<file path="config.mk">
export PLATFORM = sky130hd
export DESIGN_NAME = bmb_mailbox
export DESIGN_NICKNAME = d
export VERILOG_FILES = /design/src/common/bmb_pkg.sv /design/src/rtl/bmb_frame_check.sv /design/src/rtl/bmb_mailbox.sv
export SDC_FILE = /design/constraint.sdc
export NUM_CORES = 1
export LEC_CHECK = 0
export BUFFER_PORTS_ARGS = -buffer_cell sky130_fd_sc_hd__buf_2
export CAP_MARGIN = 20
export CORE_MARGIN = 2
export CORE_UTILIZATION = 41
export CTS_BUF_LIST = sky130_fd_sc_hd__clkbuf_8
export DETAILED_ROUTE_END_ITERATION = 12
export MAX_ROUTING_LAYER = met4
export SLEW_MARGIN = 20
export SYNTH_ARGS = -nofsm -noshare
export SYNTH_HDL_FRONTEND = slang
export SYNTH_HIERARCHICAL = 1
export SYNTH_SLANG_ARGS = --single-unit
</file>
<file path="constraint.sdc">
create_clock -name core_clk -period 6.8 [get_ports core_clk]
set_input_delay 0.34 -clock core_clk [delete_from_list [all_inputs] [get_ports core_clk]]
set_output_delay 0.34 -clock core_clk [all_outputs]
set_load 0.05 [all_outputs]
</file>
<file path="src/common/bmb_pkg.sv">
// shared constants and types of the breaker command mailbox
package bmb_pkg;

   // ----------------------------------------
   // register map and frame layout
   // ----------------------------------------
   localparam int unsigned FRAME_WORDS = 20;
   localparam logic [15:0] FRAME_BASE = 16'h1f40;
   localparam logic [15:0] CODE_ADDR = 16'h1f54;
   localparam logic [15:0] STAT_ADDR = 16'h1f55;
   localparam logic [4:0] W_CODE = 5'h00;
   localparam logic [4:0] W_LEN = 5'h01;
   localparam logic [4:0] W_DEST = 5'h02;
   localparam logic [4:0] W_FIXED = 5'h03;
   localparam logic [4:0] W_PW_HI = 5'h04;
   localparam logic [4:0] W_PW_LO = 5'h05;
   localparam logic [4:0] W_PAR_FIRST = 5'h06;
   localparam logic [4:0] W_PAR_LAST = 5'h10;
   localparam logic [4:0] W_SETUP = 5'h11;
   localparam logic [19:0] MASK_ALL = 20'hfffff;
   localparam logic [19:0] MASK_NONE = 20'h00000;

   // ----------------------------------------
   // frame values and reset values
   // ----------------------------------------
   localparam logic [15:0] CMD_OPEN = 16'h0388;
   localparam logic [15:0] LEN_FIXED = 16'h000a;
   localparam logic [15:0] DEST_OPEN = 16'h1501;
   localparam logic [15:0] FIXED_ONE = 16'h0001;
   localparam logic [15:0] SETUP_0 = 16'h1f53;
   localparam logic [15:0] SETUP_1 = 16'h1f54;
   localparam logic [15:0] SETUP_2 = 16'h1f55;
   localparam logic [15:0] STAT_BUSY = 16'h0003;
   localparam logic [7:0] STAT_HI = 8'h00;
   localparam logic [15:0] CODE_RST = 16'h0000;
   localparam logic [15:0] STAT_RST = 16'h0000;
   localparam logic [15:0] DATA_RST = 16'h0000;

   // ----------------------------------------
   // result codes
   // ----------------------------------------
   localparam logic [7:0] RC_OK = 8'h00;
   localparam logic [7:0] RC_RIGHTS = 8'h01;
   localparam logic [7:0] RC_NO_CMD = 8'h13;
   localparam logic [7:0] RC_BAD_ARG = 8'h14;
   localparam logic [7:0] RC_TIMEOUT = 8'h16;
   localparam logic [7:0] RC_BAD_DEST = 8'h18;
   localparam logic [7:0] RC_IS_OPEN = 8'h99;
   localparam logic [7:0] RC_PREV_BUSY = 8'h9e;

   // ----------------------------------------
   // timing
   // ----------------------------------------
   localparam longint unsigned CLK_HZ = 50_000_000;
   localparam longint unsigned OPEN_TIMEOUT_MS = 100;
   localparam int unsigned OPEN_TIMEOUT_CYC = int'(CLK_HZ / 1000 * OPEN_TIMEOUT_MS);
   localparam logic [31:0] CNT_RST = 32'h0000_0000;

   // ----------------------------------------
   // types
   // ----------------------------------------
   typedef logic [19:0][15:0] bmb_frame_t;

   typedef struct packed {
      logic wr;
      logic rd;
      logic [15:0] addr;
      logic [15:0] wdata;
   } bmb_req_s;

   typedef enum logic [2:0] {
      ST_IDLE = 3'b001,
      ST_CHECK = 3'b010,
      ST_WAIT = 3'b100
   } bmb_state_e;

endpackage

</file>
<file path="src/rtl/bmb_frame_check.sv">
// validation of a captured command frame into a result code
`timescale 1ns/100ps
`default_nettype none

module bmb_frame_check
(
   input wire bmb_pkg::bmb_frame_t frame,
   input wire logic [31:0] pw_admin,
   input wire logic [31:0] pw_oper,
   input wire logic brk_is_open,
   output logic [7:0] result
);

   // ----------------------------------------
   // helpers
   // ----------------------------------------
   function automatic logic params_zero(input bmb_pkg::bmb_frame_t f);
      logic z;
      z = 1'b1;
      for (int i = int'(bmb_pkg::W_PAR_FIRST); i <= int'(bmb_pkg::W_PAR_LAST); i++)
      begin
         if (f[i] != 16'h0000)
         begin
            z = 1'b0;
         end
      end
      return z;
   endfunction

   // ----------------------------------------
   // field checks
   // ----------------------------------------
   wire logic [31:0] pw_given;
   wire logic is_open_cmd;
   wire logic len_ok;
   wire logic dest_ok;
   wire logic shape_ok;
   wire logic rights_ok;

   assign is_open_cmd = frame[bmb_pkg::W_CODE] == bmb_pkg::CMD_OPEN;
   // first character in the upper byte of the upper word
   assign pw_given = {frame[bmb_pkg::W_PW_HI], frame[bmb_pkg::W_PW_LO]};
   assign rights_ok = (pw_given == pw_admin) || (pw_given == pw_oper);
   assign len_ok = frame[bmb_pkg::W_LEN] == bmb_pkg::LEN_FIXED;
   assign dest_ok = frame[bmb_pkg::W_DEST] == bmb_pkg::DEST_OPEN;
   // malformed fixed words are refused rather than trusted
   assign shape_ok = (frame[bmb_pkg::W_FIXED] == bmb_pkg::FIXED_ONE)
      && params_zero(frame)
      && (frame[bmb_pkg::W_SETUP] == bmb_pkg::SETUP_0)
      && (frame[bmb_pkg::W_SETUP + 5'h01] == bmb_pkg::SETUP_1)
      && (frame[bmb_pkg::W_SETUP + 5'h02] == bmb_pkg::SETUP_2);

   // unknown command first, breaker state last
   assign result = !is_open_cmd ? bmb_pkg::RC_NO_CMD :
      !(len_ok && shape_ok) ? bmb_pkg::RC_BAD_ARG :
      !dest_ok ? bmb_pkg::RC_BAD_DEST :
      !rights_ok ? bmb_pkg::RC_RIGHTS :
      brk_is_open ? bmb_pkg::RC_IS_OPEN :
      bmb_pkg::RC_OK;

endmodule
`default_nettype wire

</file>
<file path="src/rtl/bmb_mailbox.sv">
// command mailbox: frame capture, execution sequencing, status readback
//
// Operation
// - word zero is the command code; 904 opens the breaker
// - word one is parameter length; ten when no parameters
// - words four and five hold a four-character password, first char high
// - status reads 0x0003 while executing; master polls until it changes
// - after execution the processed command code reads back at 8020
// - status low byte holds the result; nonzero means failure
// - low byte zero when the command succeeded
// - result 1 for insufficient password rights
// - result 19 for an unimplemented command code
// - result 158 for a command arriving while another is running
// - result 153 when opening an already open breaker
`timescale 1ns/100ps
`default_nettype none

module bmb_mailbox
#(
   parameter int unsigned OPEN_TIMEOUT_CYC = bmb_pkg::OPEN_TIMEOUT_CYC
)
(
   input wire logic core_clk,
   input wire logic rst_n,
   input wire logic ce,
   input wire bmb_pkg::bmb_req_s req,
   input wire logic [31:0] pw_admin,
   input wire logic [31:0] pw_oper,
   input wire logic brk_is_open,
   input wire logic brk_open_done,
   output logic [15:0] rd_data,
   output logic rd_valid,
   output logic brk_open_req
);

   // ----------------------------------------
   // frame area decode
   // ----------------------------------------
   logic [15:0] frame_q [bmb_pkg::FRAME_WORDS];
   logic [19:0] mask_q;
   logic [19:0] mask_d;
   wire logic [15:0] addr_off;
   wire logic [4:0] idx;
   wire logic in_frame;
   wire logic frame_done;
   wire bmb_pkg::bmb_frame_t frame_packed;

   assign addr_off = req.addr - bmb_pkg::FRAME_BASE;
   assign idx = addr_off[4:0];
   assign in_frame = req.wr && (req.addr >= bmb_pkg::FRAME_BASE)
      && (addr_off < 16'(bmb_pkg::FRAME_WORDS));
   // a write to word zero opens a fresh frame, dropping stale partial ones
   assign mask_d = !in_frame ? mask_q :
      (idx == bmb_pkg::W_CODE) ? 20'h00001 : (mask_q | (20'h00001 << idx));
   assign frame_done = in_frame && (mask_d == bmb_pkg::MASK_ALL);

   for (genvar g = 0; g < bmb_pkg::FRAME_WORDS; g++)
   begin : g_pack
      assign frame_packed[g] = frame_q[g];
   end

   always_ff @(posedge core_clk)
   begin
      if (ce && in_frame)
      begin
         frame_q[idx] <= req.wdata;
      end
   end

   always_ff @(posedge core_clk)
   begin
      if (!rst_n)
      begin
         mask_q <= bmb_pkg::MASK_NONE;
      end
      else if (ce)
      begin
         mask_q <= frame_done ? bmb_pkg::MASK_NONE : mask_d;
      end
   end

   // ----------------------------------------
   // frame validation
   // ----------------------------------------
   wire logic [7:0] check_rc;

   bmb_frame_check i_bmb_frame_check
   (
      .frame(frame_packed),
      .pw_admin(pw_admin),
      .pw_oper(pw_oper),
      .brk_is_open(brk_is_open),
      .result(check_rc)
   );

   // ----------------------------------------
   // sequencer
   // ----------------------------------------
   bmb_pkg::bmb_state_e state_q;
   bmb_pkg::bmb_state_e state_d;
   logic [31:0] cnt_q;
   logic [15:0] cmd_q;
   logic [15:0] code_q;
   logic [15:0] stat_q;
   logic rej_q;
   logic [15:0] rej_code_q;
   wire logic is_idle;
   wire logic is_check;
   wire logic is_wait;
   wire logic timed_out;
   wire logic check_fail;
   wire logic wait_end;
   wire logic report_rej;
   wire logic new_rej;
   wire logic [7:0] wait_rc;

   assign is_idle = state_q == bmb_pkg::ST_IDLE;
   assign is_check = state_q == bmb_pkg::ST_CHECK;
   assign is_wait = state_q == bmb_pkg::ST_WAIT;
   assign timed_out = cnt_q >= (OPEN_TIMEOUT_CYC - 1);
   assign check_fail = is_check && (check_rc != bmb_pkg::RC_OK);
   assign wait_end = is_wait && (brk_open_done || timed_out);
   assign wait_rc = brk_open_done ? bmb_pkg::RC_OK : bmb_pkg::RC_TIMEOUT;
   // a frame landing while not idle is refused and reported on return to idle, lost if a new frame completes in that same cycle
   assign new_rej = frame_done && !is_idle;
   assign report_rej = is_idle && rej_q;

   always_comb
   begin
      state_d = state_q;
      unique case (state_q)
         bmb_pkg::ST_IDLE:
         begin
            if (frame_done)
            begin
               state_d = bmb_pkg::ST_CHECK;
            end
         end
         bmb_pkg::ST_CHECK:
         begin
            state_d = check_fail ? bmb_pkg::ST_IDLE : bmb_pkg::ST_WAIT;
         end
         bmb_pkg::ST_WAIT:
         begin
            if (wait_end)
            begin
               state_d = bmb_pkg::ST_IDLE;
            end
         end
         default:
         begin
            state_d = bmb_pkg::ST_IDLE;
         end
      endcase
   end

   always_ff @(posedge core_clk)
   begin
      if (!rst_n)
      begin
         state_q <= bmb_pkg::ST_IDLE;
      end
      else if (ce)
      begin
         state_q <= state_d;
      end
   end

   // breaker response watchdog
   always_ff @(posedge core_clk)
   begin
      if (!rst_n)
      begin
         cnt_q <= bmb_pkg::CNT_RST;
      end
      else if (ce)
      begin
         cnt_q <= is_wait ? cnt_q + 32'h1 : bmb_pkg::CNT_RST;
      end
   end

   always_ff @(posedge core_clk)
   begin
      if (!rst_n)
      begin
         cmd_q <= bmb_pkg::CODE_RST;
         brk_open_req <= 1'b0;
      end
      else if (ce)
      begin
         if (is_check)
         begin
            cmd_q <= frame_q[bmb_pkg::W_CODE];
         end
         brk_open_req <= is_check && !check_fail;
      end
   end

   // refusal flag: a new refusal wins over the clear of the old one
   always_ff @(posedge core_clk)
   begin
      if (!rst_n)
      begin
         rej_q <= 1'b0;
         rej_code_q <= bmb_pkg::CODE_RST;
      end
      else if (ce)
      begin
         if (new_rej)
         begin
            rej_q <= 1'b1;
            rej_code_q <= frame_q[bmb_pkg::W_CODE];
         end
         else if (report_rej)
         begin
            rej_q <= 1'b0;
         end
      end
   end

   // ----------------------------------------
   // result and status registers
   // ----------------------------------------
   always_ff @(posedge core_clk)
   begin
      if (!rst_n)
      begin
         code_q <= bmb_pkg::CODE_RST;
         stat_q <= bmb_pkg::STAT_RST;
      end
      else if (ce)
      begin
         if (is_idle && frame_done)
         begin
            stat_q <= bmb_pkg::STAT_BUSY;
         end
         else if (report_rej)
         begin
            code_q <= rej_code_q;
            stat_q <= {bmb_pkg::STAT_HI, bmb_pkg::RC_PREV_BUSY};
         end
         else if (check_fail)
         begin
            code_q <= frame_q[bmb_pkg::W_CODE];
            stat_q <= {bmb_pkg::STAT_HI, check_rc};
         end
         else if (wait_end)
         begin
            code_q <= cmd_q;
            stat_q <= {bmb_pkg::STAT_HI, wait_rc};
         end
      end
   end

   // ----------------------------------------
   // register reads
   // ----------------------------------------
   wire logic [15:0] rd_mux;

   // frame area is write-only and reads as zero, like any unmapped word
   assign rd_mux = (req.addr == bmb_pkg::CODE_ADDR) ? code_q :
      (req.addr == bmb_pkg::STAT_ADDR) ? stat_q : bmb_pkg::DATA_RST;

   always_ff @(posedge core_clk)
   begin
      if (!rst_n)
      begin
         rd_data <= bmb_pkg::DATA_RST;
         rd_valid <= 1'b0;
      end
      else if (ce)
      begin
         rd_data <= req.rd ? rd_mux : rd_data;
         rd_valid <= req.rd;
      end
   end

endmodule
`default_nettype wire

</file>
* Yosys cells after proc, flatten, opt, wreduce, memory -nomap -nowiden
Memory sizes are Yosys's and may differ from the RTL's. Index checks and enable logic that the tools add are counted.
Storage, ports and cells: register bits 138, bits in writable memories 320, input port bits 103, output and inout bits 18, word-level logic and storage cells 117, memories kept 1
Operators by class: $add $sub $neg 2, magnitude comparators 3, equal/unequal tests 17, shifts and indexed selects 1, muxes and demuxes 38, bitwise logic cells 2, reduce and logical (&&, ||, !) cells 42
Memories:
- frame_q | depth 20, width 16, read ports 20, clocked after memory_dff 0, wr ports 1, line bmb_mailbox.sv:39 | logic [15:0] frame_q [bmb_pkg::FRAME_WORDS];
Operators with widths (count):
- 16-bit nonzero test | 11
- 16-bit 2-to-1 mux | 9
- 16-bit by 13-bit equality test with 1-bit output (second input constant) | 6
- 32-bit equality test | 2
- 20-bit 2-to-1 mux | 3
- 8-bit 2-to-1 mux | 5
- 32-bit by 1-bit adder with 32-bit output (second input constant) | 1
- 32-bit by 23-bit greater-or-equal comparator with 1-bit output (second input constant) | 1
- 32-bit 2-to-1 mux | 1
- 20-bit equality test (second input constant) | 1
- 20-bit OR | 1
- 1-bit by 5-bit << shifter with 20-bit output (first input constant) | 1
- 16-bit by 1-bit equality test with 1-bit output (second input constant) | 1
- 16-bit by 10-bit equality test with 1-bit output (second input constant) | 1
- 16-bit by 4-bit equality test with 1-bit output (second input constant) | 1
- 16-bit by 13-bit greater-or-equal comparator with 1-bit output (second input constant) | 1
- 16-bit by 5-bit < comparator with 1-bit output (second input constant) | 1
- 16-bit by 13-bit subtractor with 16-bit output (second input constant) | 1
- 1-bit logical AND | 15
- 1-bit 2-to-1 mux | 15
- 2-bit AND reduction | 5
- 3-bit 2-to-1 mux | 3
- 3-bit case mux with 3 select lines | 1
- 8-bit nonzero test | 1
- 14 further kinds | 17

* Logic depth before layout (Yosys ltp)
Gate-level depths: netlist of the first run. An unclocked memory read counts as a cell.
word-level depth 25, mapped depth 14

* By module
Netlist of the first run, hierarchy kept.
By module, submodules not included:
- bmb_mailbox | times used 1, cells an instance 1144, area an instance 16007.9 um^2, sequential area each 12211.7 um^2
- bmb_frame_check | times used 1, cells an instance 195, area an instance 1448.9 um^2, sequential area each 0.0 um^2

* Worst setup path before layout of the first run
OpenSTA, ideal clock, no wires.
path kind input to register, from in req[25] (netlist bit), to mem frame_q[3][0] (enable), arrival time 3.134 ns, path slack 3.233 ns, stages 5, buffers on the path 0, cells stage by stage or4b_1 -> o22a_1 -> nor2_1 -> nand2_1 -> nor4_1
Between the ends: word-level cells in the longest chain between the ends 6
RTL lines:
- from (decl) | line bmb_mailbox.sv:26 | input wire bmb_pkg::bmb_req_s req,
- 16-bit by 13-bit subtractor with 16-bit output / 16-bit by 13-bit greater-or-equal comparator with 1-bit output (equally long branches) | line bmb_mailbox.sv:48, bmb_mailbox.sv:50
- 16-bit by 5-bit < comparator with 1-bit output / 1-bit logical AND (equally long branches) | line bmb_mailbox.sv:51, bmb_mailbox.sv:50
- 1-bit logical AND (*) | line bmb_mailbox.sv:51 | && (addr_off < 16'(bmb_pkg::FRAME_WORDS));
- 1-bit logical AND (*) | line bmb_mailbox.sv:64 | if (ce && in_frame)
- 1-bit 2-to-1 mux (*) | line bmb_mailbox.sv:64
- 1-bit 2-to-1 mux (not written as such) (*) | line bmb_mailbox.sv:66 | frame_q[idx] <= req.wdata;
- to (decl) | line bmb_mailbox.sv:39
Every way passes the cells marked *; elsewhere a longest branch is shown, timed or not.

==> flow_summary.yaml, run 1 <==
outcome:
  status: "finished clean"
clock_network:
  clockBufferDepth: 3
  htreeDepth: 3
  cts.repair.resized: 0
  cts_setup_buffers: 0
  cts-root-buf: "clkbuf_8"
  numCtsBuffers: 69
  ctsHoldBuffers: 0
  cts_tree: "built"
  clock-sinks: 450
  path_clk_slew_ps: 60
  clock_latency_ps: 590
die:
  fp.dieW_um: 210
  core-area_um2: 41900
  die_height_um: 210
  die_area_um2: 44200
  rows: 75
  initial_utilization: 0.416
  io-pin-count: 121
timing:
  slew_headroom: 0.467
  finalMaxSlewViolations: 0
  rsz0062_at_grt: "no"
  worstMarginPinSlew_ps: 799
  finalSetupViolCount: 0
  fin_crit_sh: 0.701
  fin_ws_ps: 2030
  finClkSkew_ps: 21.4
  max_freq_mhz: 210
  finalHoldViolations: 0
  tns_ps: 0
  finalHoldWorstSlack_ps: 268
  fin_crit_ps: 4770
grt:
  grt_pass1_vias: 11500
  grt_pass1_wl_um: 63600
  gr-total-overflow: 0
  antenna_found_initial: 1
  grt_max_degree: 71
  gr-usage-all-layers: 0.192
critical_path:
  r2r-start: "frame_q[13][12]"
  cp_cell_sequence: "nor4_1 -> nand4_1 -> nor4_1 -> nand4_1 -> nor3_2 -> nand2_1 -> or4_1 -> o21a_1 -> a21oi_1 -> buf_4 -> nand2_1 -> o21ai_0 -> o21bai_2 -> buf_4 -> o221a_2"
  timing.critical_path.arrival_ps: 5290
  reg2reg_depth: 15
  end_kind: "flip-flop"
  crit_fanout: 21
  cp_slowest_cell: "or4_1"
  timing.rr.end: "stat_q[0]"
  crit_start: "frame_q[13][12]"
  worstPathRequired_ps: 7320
  cp-endpoint: "stat_q[0]"
  rrSetupSlack_ps: 2030
  slowest_delay_ps: 490
  startpoint_type: "flip-flop"
  critical_path_class: "flip-flop to flip-flop"
synthesis:
  synth_largest_area_cell: "edfxtp_1"
  synthTopCellsByCount: "320 x edfxtp_1, 158 x nand2_1, 130 x dfxtp_1"
  synthFlopType: "edfxtp_1"
  synth_cell_types: 74
  syn_avg_cell_area_um2: 13.0
  syn_area_um2: 17500
  yosysMostFrequentCell: "edfxtp_1"
  synth_edf_count: 320
  synth_seq_cells: 450
  yosysTopAreaCellShare: 0.550
  yosysSeqAreaShare: 0.700
  synthTopCellsByArea: "edfxtp_1 55%, dfxtp_1 15%, xor2_1 4.0%, nand2_1 3.4%, nor4_1 2.8%"
  synthCells: 1339
  yosysWarnings: 6
  synthArstFlopShare: 0
route:
  drt_iter0_markers: 916
  dr.pass1.iters: 4
  drtAntennaViolNets: 0
  via_per_inst: 5.48
  routed_wl_um: 41000
  vias: 11400
  wl_per_cell_um: 19.6
  drc: 0
finish:
  drive_above_1_share: 0.175
  syn_to_final_growth_pct: 14.7
  fill_cells: 3695
  stdcell_count: 2088
  multi_input_area_um2: 5020
  regArea_um2: 12200
  final_nets: 1602
pwr:
  power_density_nw_per_um2: 258
  p_leak_nw: 6.74
  peakVddDrop_uv: 105
placement:
  hpwl_um: 25500
  gp_congestion: 0.893
  io_buffers: 120
  placedCellCount: 1966
  place_ws_ps: 2020
hold_path:
  hp-class: "input port to flip-flop"
run:
  max_cap_viol_count: 0
## worst max-delay path, delay by kind of cell, from the launching register on
kind	cells	cell delay (ps)
simple gates	8	2310
compound gates	5	1450
buf+inv	2	600
flops	1	350
## cells in the final DEF, fill, tap and decap left out, drive strengths merged, types with 4 or more instances in the layout
cell and n:
a211oi 17, a21oi 57, a221oi 10, a31oi 7
a32oi 19, and2 10, and3 10, and4b 5
buf 147, clkbuf 76, clkinv 18, dfxtp 130
edfxtp 320, inv 35, mux2i 19, nand2 159
nand2b 6, nand3 51, nand4 36, nor2 87
nor3 27, nor3b 6, nor4 77, nor4b 13
nor4bb 4, o21ai 40, o22ai 7, or3 8
or4 5, xnor2 11, xor2 79
## layout make-up
class | instances | area share
Timing Repair Buffer | 147 | 0.0401
Sequential cell | 450 | 0.610
Multi-Input combinational cell | 820 | 0.251
Inverter | 10 | 0.00188
Tap cell | 539 | 0.0337
Antenna cell | 1 | 0.000125
Clock inverter | 45 | 0.0113
Clock buffer | 76 | 0.0522
## sequential cells by signal, indices dropped and copies added (netlist names)
name	cells
frame_q	320
cnt_q	32
mask_q	20
cmd_q	16
code_q	16
rd_data	16
rej_code_q	16
stat_q	8
state_q	3
brk_open_req	1
rd_valid	1
rej_q	1
## how the worst min path moves through the flow
stage,start,to,slack [ps],depth (start not counted)
2_1_floorplan,stat_q[5],stat_q[5],440,2
3_3_place_gp,rd_data[14],rd_data[14],440,2
3_5_place_dp,rd_data[11],rd_data[11],450,2
4_1_cts,req[19],mask_q[9],230,3
5_1_grt,req[3],frame_q[12][3],260,1
6_report,req[3],frame_q[15][3],270,1
## where the power goes
| part | internal [W] | switching, W | leakage, nW |
|---|---|---|---|
| clock | 0.00107 | 0.000989 | 0.750 |
| sequential | 0.00294 | 0.00000207 | 3.92 |
| combinational | 0.0000438 | 0.000126 | 2.07 |
| total | 0.00405 | 0.00112 | 6.74 |
## cells by family after synthesis
family,share of synthesized area
other,0.000215
muxes,0.0109
AOI/OAI and AO/OA,0.0722
and+or+nand+nor,0.154
xor gates and xnor gates,0.0452
DFF,0.700
adders and majority gates,0.000717
buffers and inverters,0.0170
## per-stage QoR
| step | power [W] | utilization | area, um^2 |
|---|---|---|---|
| global route | 0.00536 | 0.477 | 20000 |
| finish | 0.00517 | 0.477 | 20000 |
| CTS | 0.00523 | 0.477 | 20000 |
| floorplan | 0.00306 | - | 17500 |
| detailed placement | 0.00317 | 0.447 | 18700 |
| global placement | 0.00317 | 0.446 | 18700 |
## metal layers
layer | vias to the layer above | GRT usage | wire (um)
met5 | - | - | 0
met4 | 0 | 0.0624 | 802
met3 | 68 | 0.0316 | 2500
met2 | 368 | 0.295 | 18600
met1 | 5600 | 0.261 | 19100
li1 | 5405 | - | -
Power figures use the tool's default switching activity.
==> run 2: changes to the inputs <==
ABC_AREA = 1   (was default)
clock period = 4.2 ns   (was 6.8 ns; I/O delays follow)
==> run 2 against run 1 <==
  * Combinational power up 99%
  * Worst hold slack lost 150 ps
  * Critical path depth up 3
  * Via count increased by 10%
  * Critical endpoint is now code_q[4]
  * Largest power group unchanged
  * Highest routed layer unchanged
==> flow_summary.yaml, run 2 <==
finish:
  layout_common_cells: "342 x nand2_1, 322 x nor2_1, 320 x edfxtp_1, 197 x inv_1, 130 x dfxtp_1"
  n_antenna_cell: 0
  syn_to_final_growth_pct: 15.2
  drive_above_1_share: 0.145
  top_register: "frame_q"
  final_common_cell: "nand2_1"
  largest_reg_flops: 320
  reg_top3: "frame_q: 320 flops, cnt_q: 32 flops, mask_q: 20 flops"
  fill_cells: 4124
  final_nets: 2052
clock_network:
  htreeDepth: 3
  cts_setup_buffers: 0
  clock_latency_ps: 610
  clockBufferDepth: 3
  numCtsBuffers: 76
  cts_tree: "built"
  cts.repair.resized: 0
  ctsHoldBuffers: 1
  clock-sinks: 450
  cts-root-buf: "clkbuf_8"
  path_clk_slew_ps: 60
die:
  core-area_um2: 44100
  die_height_um: 215
  initial_utilization: 0.414
  die_area_um2: 46300
  io-pin-count: 121
  rows: 77
  fp.dieW_um: 215
synthesis:
  synth_largest_area_cell: "edfxtp_1"
  synthCells: 1763
  syn_avg_cell_area_um2: 10.4
  yosysSeqAreaShare: 0.668
  yosysMostFrequentCell: "nand2_1"
  synth_seq_cells: 450
  syn_area_um2: 18300
  yosysWarnings: 6
  yosysTopAreaCellShare: 0.526
  synthFlopType: "edfxtp_1"
  synthTopCellsByCount: "342 x nand2_1, 322 x nor2_1, 320 x edfxtp_1"
  synth_cell_types: 45
  synthTopCellsByArea: "edfxtp_1 53%, dfxtp_1 14%, nand2_1 7.0%, nor2_1 6.6%, inv_1 3.5%"
  synthArstFlopShare: 0
  synth_edf_count: 320
critical_path:
  startpoint_type: "flip-flop"
  slowest_delay_ps: 430
  rrSetupSlack_ps: 720
  critical_path_class: "flip-flop to flip-flop"
  path_common_cell: "nor2_1"
  cp_cell_sequence: "nor2_1 -> nand2_1 -> nor2_1 -> nand2_1 -> nor2_1 -> nand2_1 -> nor2_2 -> a21oi_1 -> or2_2 -> nor4_1 -> nor2_1 -> nor2_1 -> inv_1 -> o22ai_1 -> a21oi_1 -> nand3_1 -> nand2_1 -> nor2_1"
  crit_fanout: 12
  crit_start: "frame_q[16][13]"
  timing.critical_path.arrival_ps: 4020
  reg2reg_depth: 18
  r2r-start: "frame_q[16][13]"
  cp-endpoint: "code_q[4]"
  worstPathRequired_ps: 4740
  cp_slowest_cell: "nor2_1"
  timing.rr.end: "code_q[4]"
  end_kind: "flip-flop"
placement:
  hpwl_um: 25800
  gp_congestion: 0.841
  io_buffers: 120
pwr:
  total_power_w: 0.00876
  p_leak_nw: 7.76
  peakVddDrop_uv: 195
  power_density_nw_per_um2: 416
timing:
  fin_crit_ps: 3480
  tns_ps: 0
  finalSetupViolCount: 0
  worstMarginPinSlew_ps: 865
  fin_crit_sh: 0.829
  max_freq_mhz: 287
  rsz0062_at_grt: "no"
  slew_headroom: 0.419
  finalMaxSlewViolations: 0
  finalHoldViolations: 0
  finClkSkew_ps: 27.0
route:
  drtAntennaViolNets: 0
  drc: 0
  wl_met3_um: 2230
  highest_layer: "met4"
  drt_iter0_markers: 896
  vias: 12600
  dr.pass1.iters: 5
  via_per_inst: 4.86
  wl_per_cell_um: 16.1
  routed_wl_um: 41900
  routedLengthMet1_um: 19100
  wl_met2_um: 19700
grt:
  grt_pass1_wl_um: 65200
  grt_max_degree: 69
  gr-usage-all-layers: 0.185
  antenna_found_initial: 0
  gr-total-overflow: 0
  grt_pass1_vias: 12100
run:
  max_cap_viol_count: 0
hold_path:
  hp-class: "input port to flip-flop"
outcome:
  status: "finished clean"
[run 2: logic make-up (layout without fill, tap and decap cells)]
logic type	after synthesis	in the layout	share of synthesized area
flip-flops	450	450	0.668
AND/OR/NAND/NOR	841	841	0.195
XOR/XNOR	53	53	0.0254
other	1	2	0.000205
buffers and inverters	220	462	0.0485
AO/OA/AOI/OAI	197	197	0.0622
adder cells (fa/ha/maj)	1	1	0.000684
[run 2: area by class of cell]
class / count / area [um^2] / share of cell area
Sequential cell: 450 / 12200 / 0.580
Multi-Input combinational cell: 1094 / 5200 / 0.247
Timing Repair Buffer: 148 / 813 / 0.0386
Inverter: 178 / 669 / 0.0318
Clock inverter: 56 / 323 / 0.0153
Clock buffer: 80 / 1100 / 0.0523
Tap cell: 592 / 741 / 0.0352
[run 2: how the worst min path moves through the flow]
| stage | endpoint | slack (ps) | startpoint | cells after the start |
|---|---|---|---|---|
| floorplan | frame_q[0][0] | 310 | req[0] | 0 |
| global placement | cnt_q[31] | 440 | cnt_q[31] | 1 |
| detailed placement | cnt_q[31] | 440 | cnt_q[31] | 1 |
| CTS | mask_q[11] | 80 | ce | 2 |
| global route | mask_q[10] | 130 | ce | 2 |
| finish | mask_q[10] | 120 | ce | 2 |
[run 2: metrics by stage]
stage               worst slack [ps]   util  hold WS (ps)  instances  cell area (um^2)
finish                           718  0.477           117       2598             21100
global route                     296  0.477           132       2598             21100
CTS                              685  0.477          83.8       2598             21100
detailed placement               691  0.445           445       2461             19600
global placement                 791  0.445           437       2461             19600
floorplan                       1500      -           309       1764             18300
[run 2: power by group]
part / total [W] / internal [W] / switching [W]
Combinational: 0.000338 / 0.0000947 / 0.000244
Sequential: 0.00477 / 0.00477 / 0.00000812
Clock: 0.00365 / 0.00195 / 0.00170
Total: 0.00876 / 0.00681 / 0.00195
[run 2: worst max-delay path, delay by kind of cell (launching register included)]
family	cells	cell delay, ps
and+or+nand+nor	14	2280
AOI/OAI and AO/OA	3	420
DFF	1	370
buffers and inverters	1	360
[run 2: routing by layer]
layer  GRT usage  up-vias
met2       0.296      330
met1       0.240     5937
met5           -        -
met3      0.0299       60
li1            -     6302
met4      0.0595        0
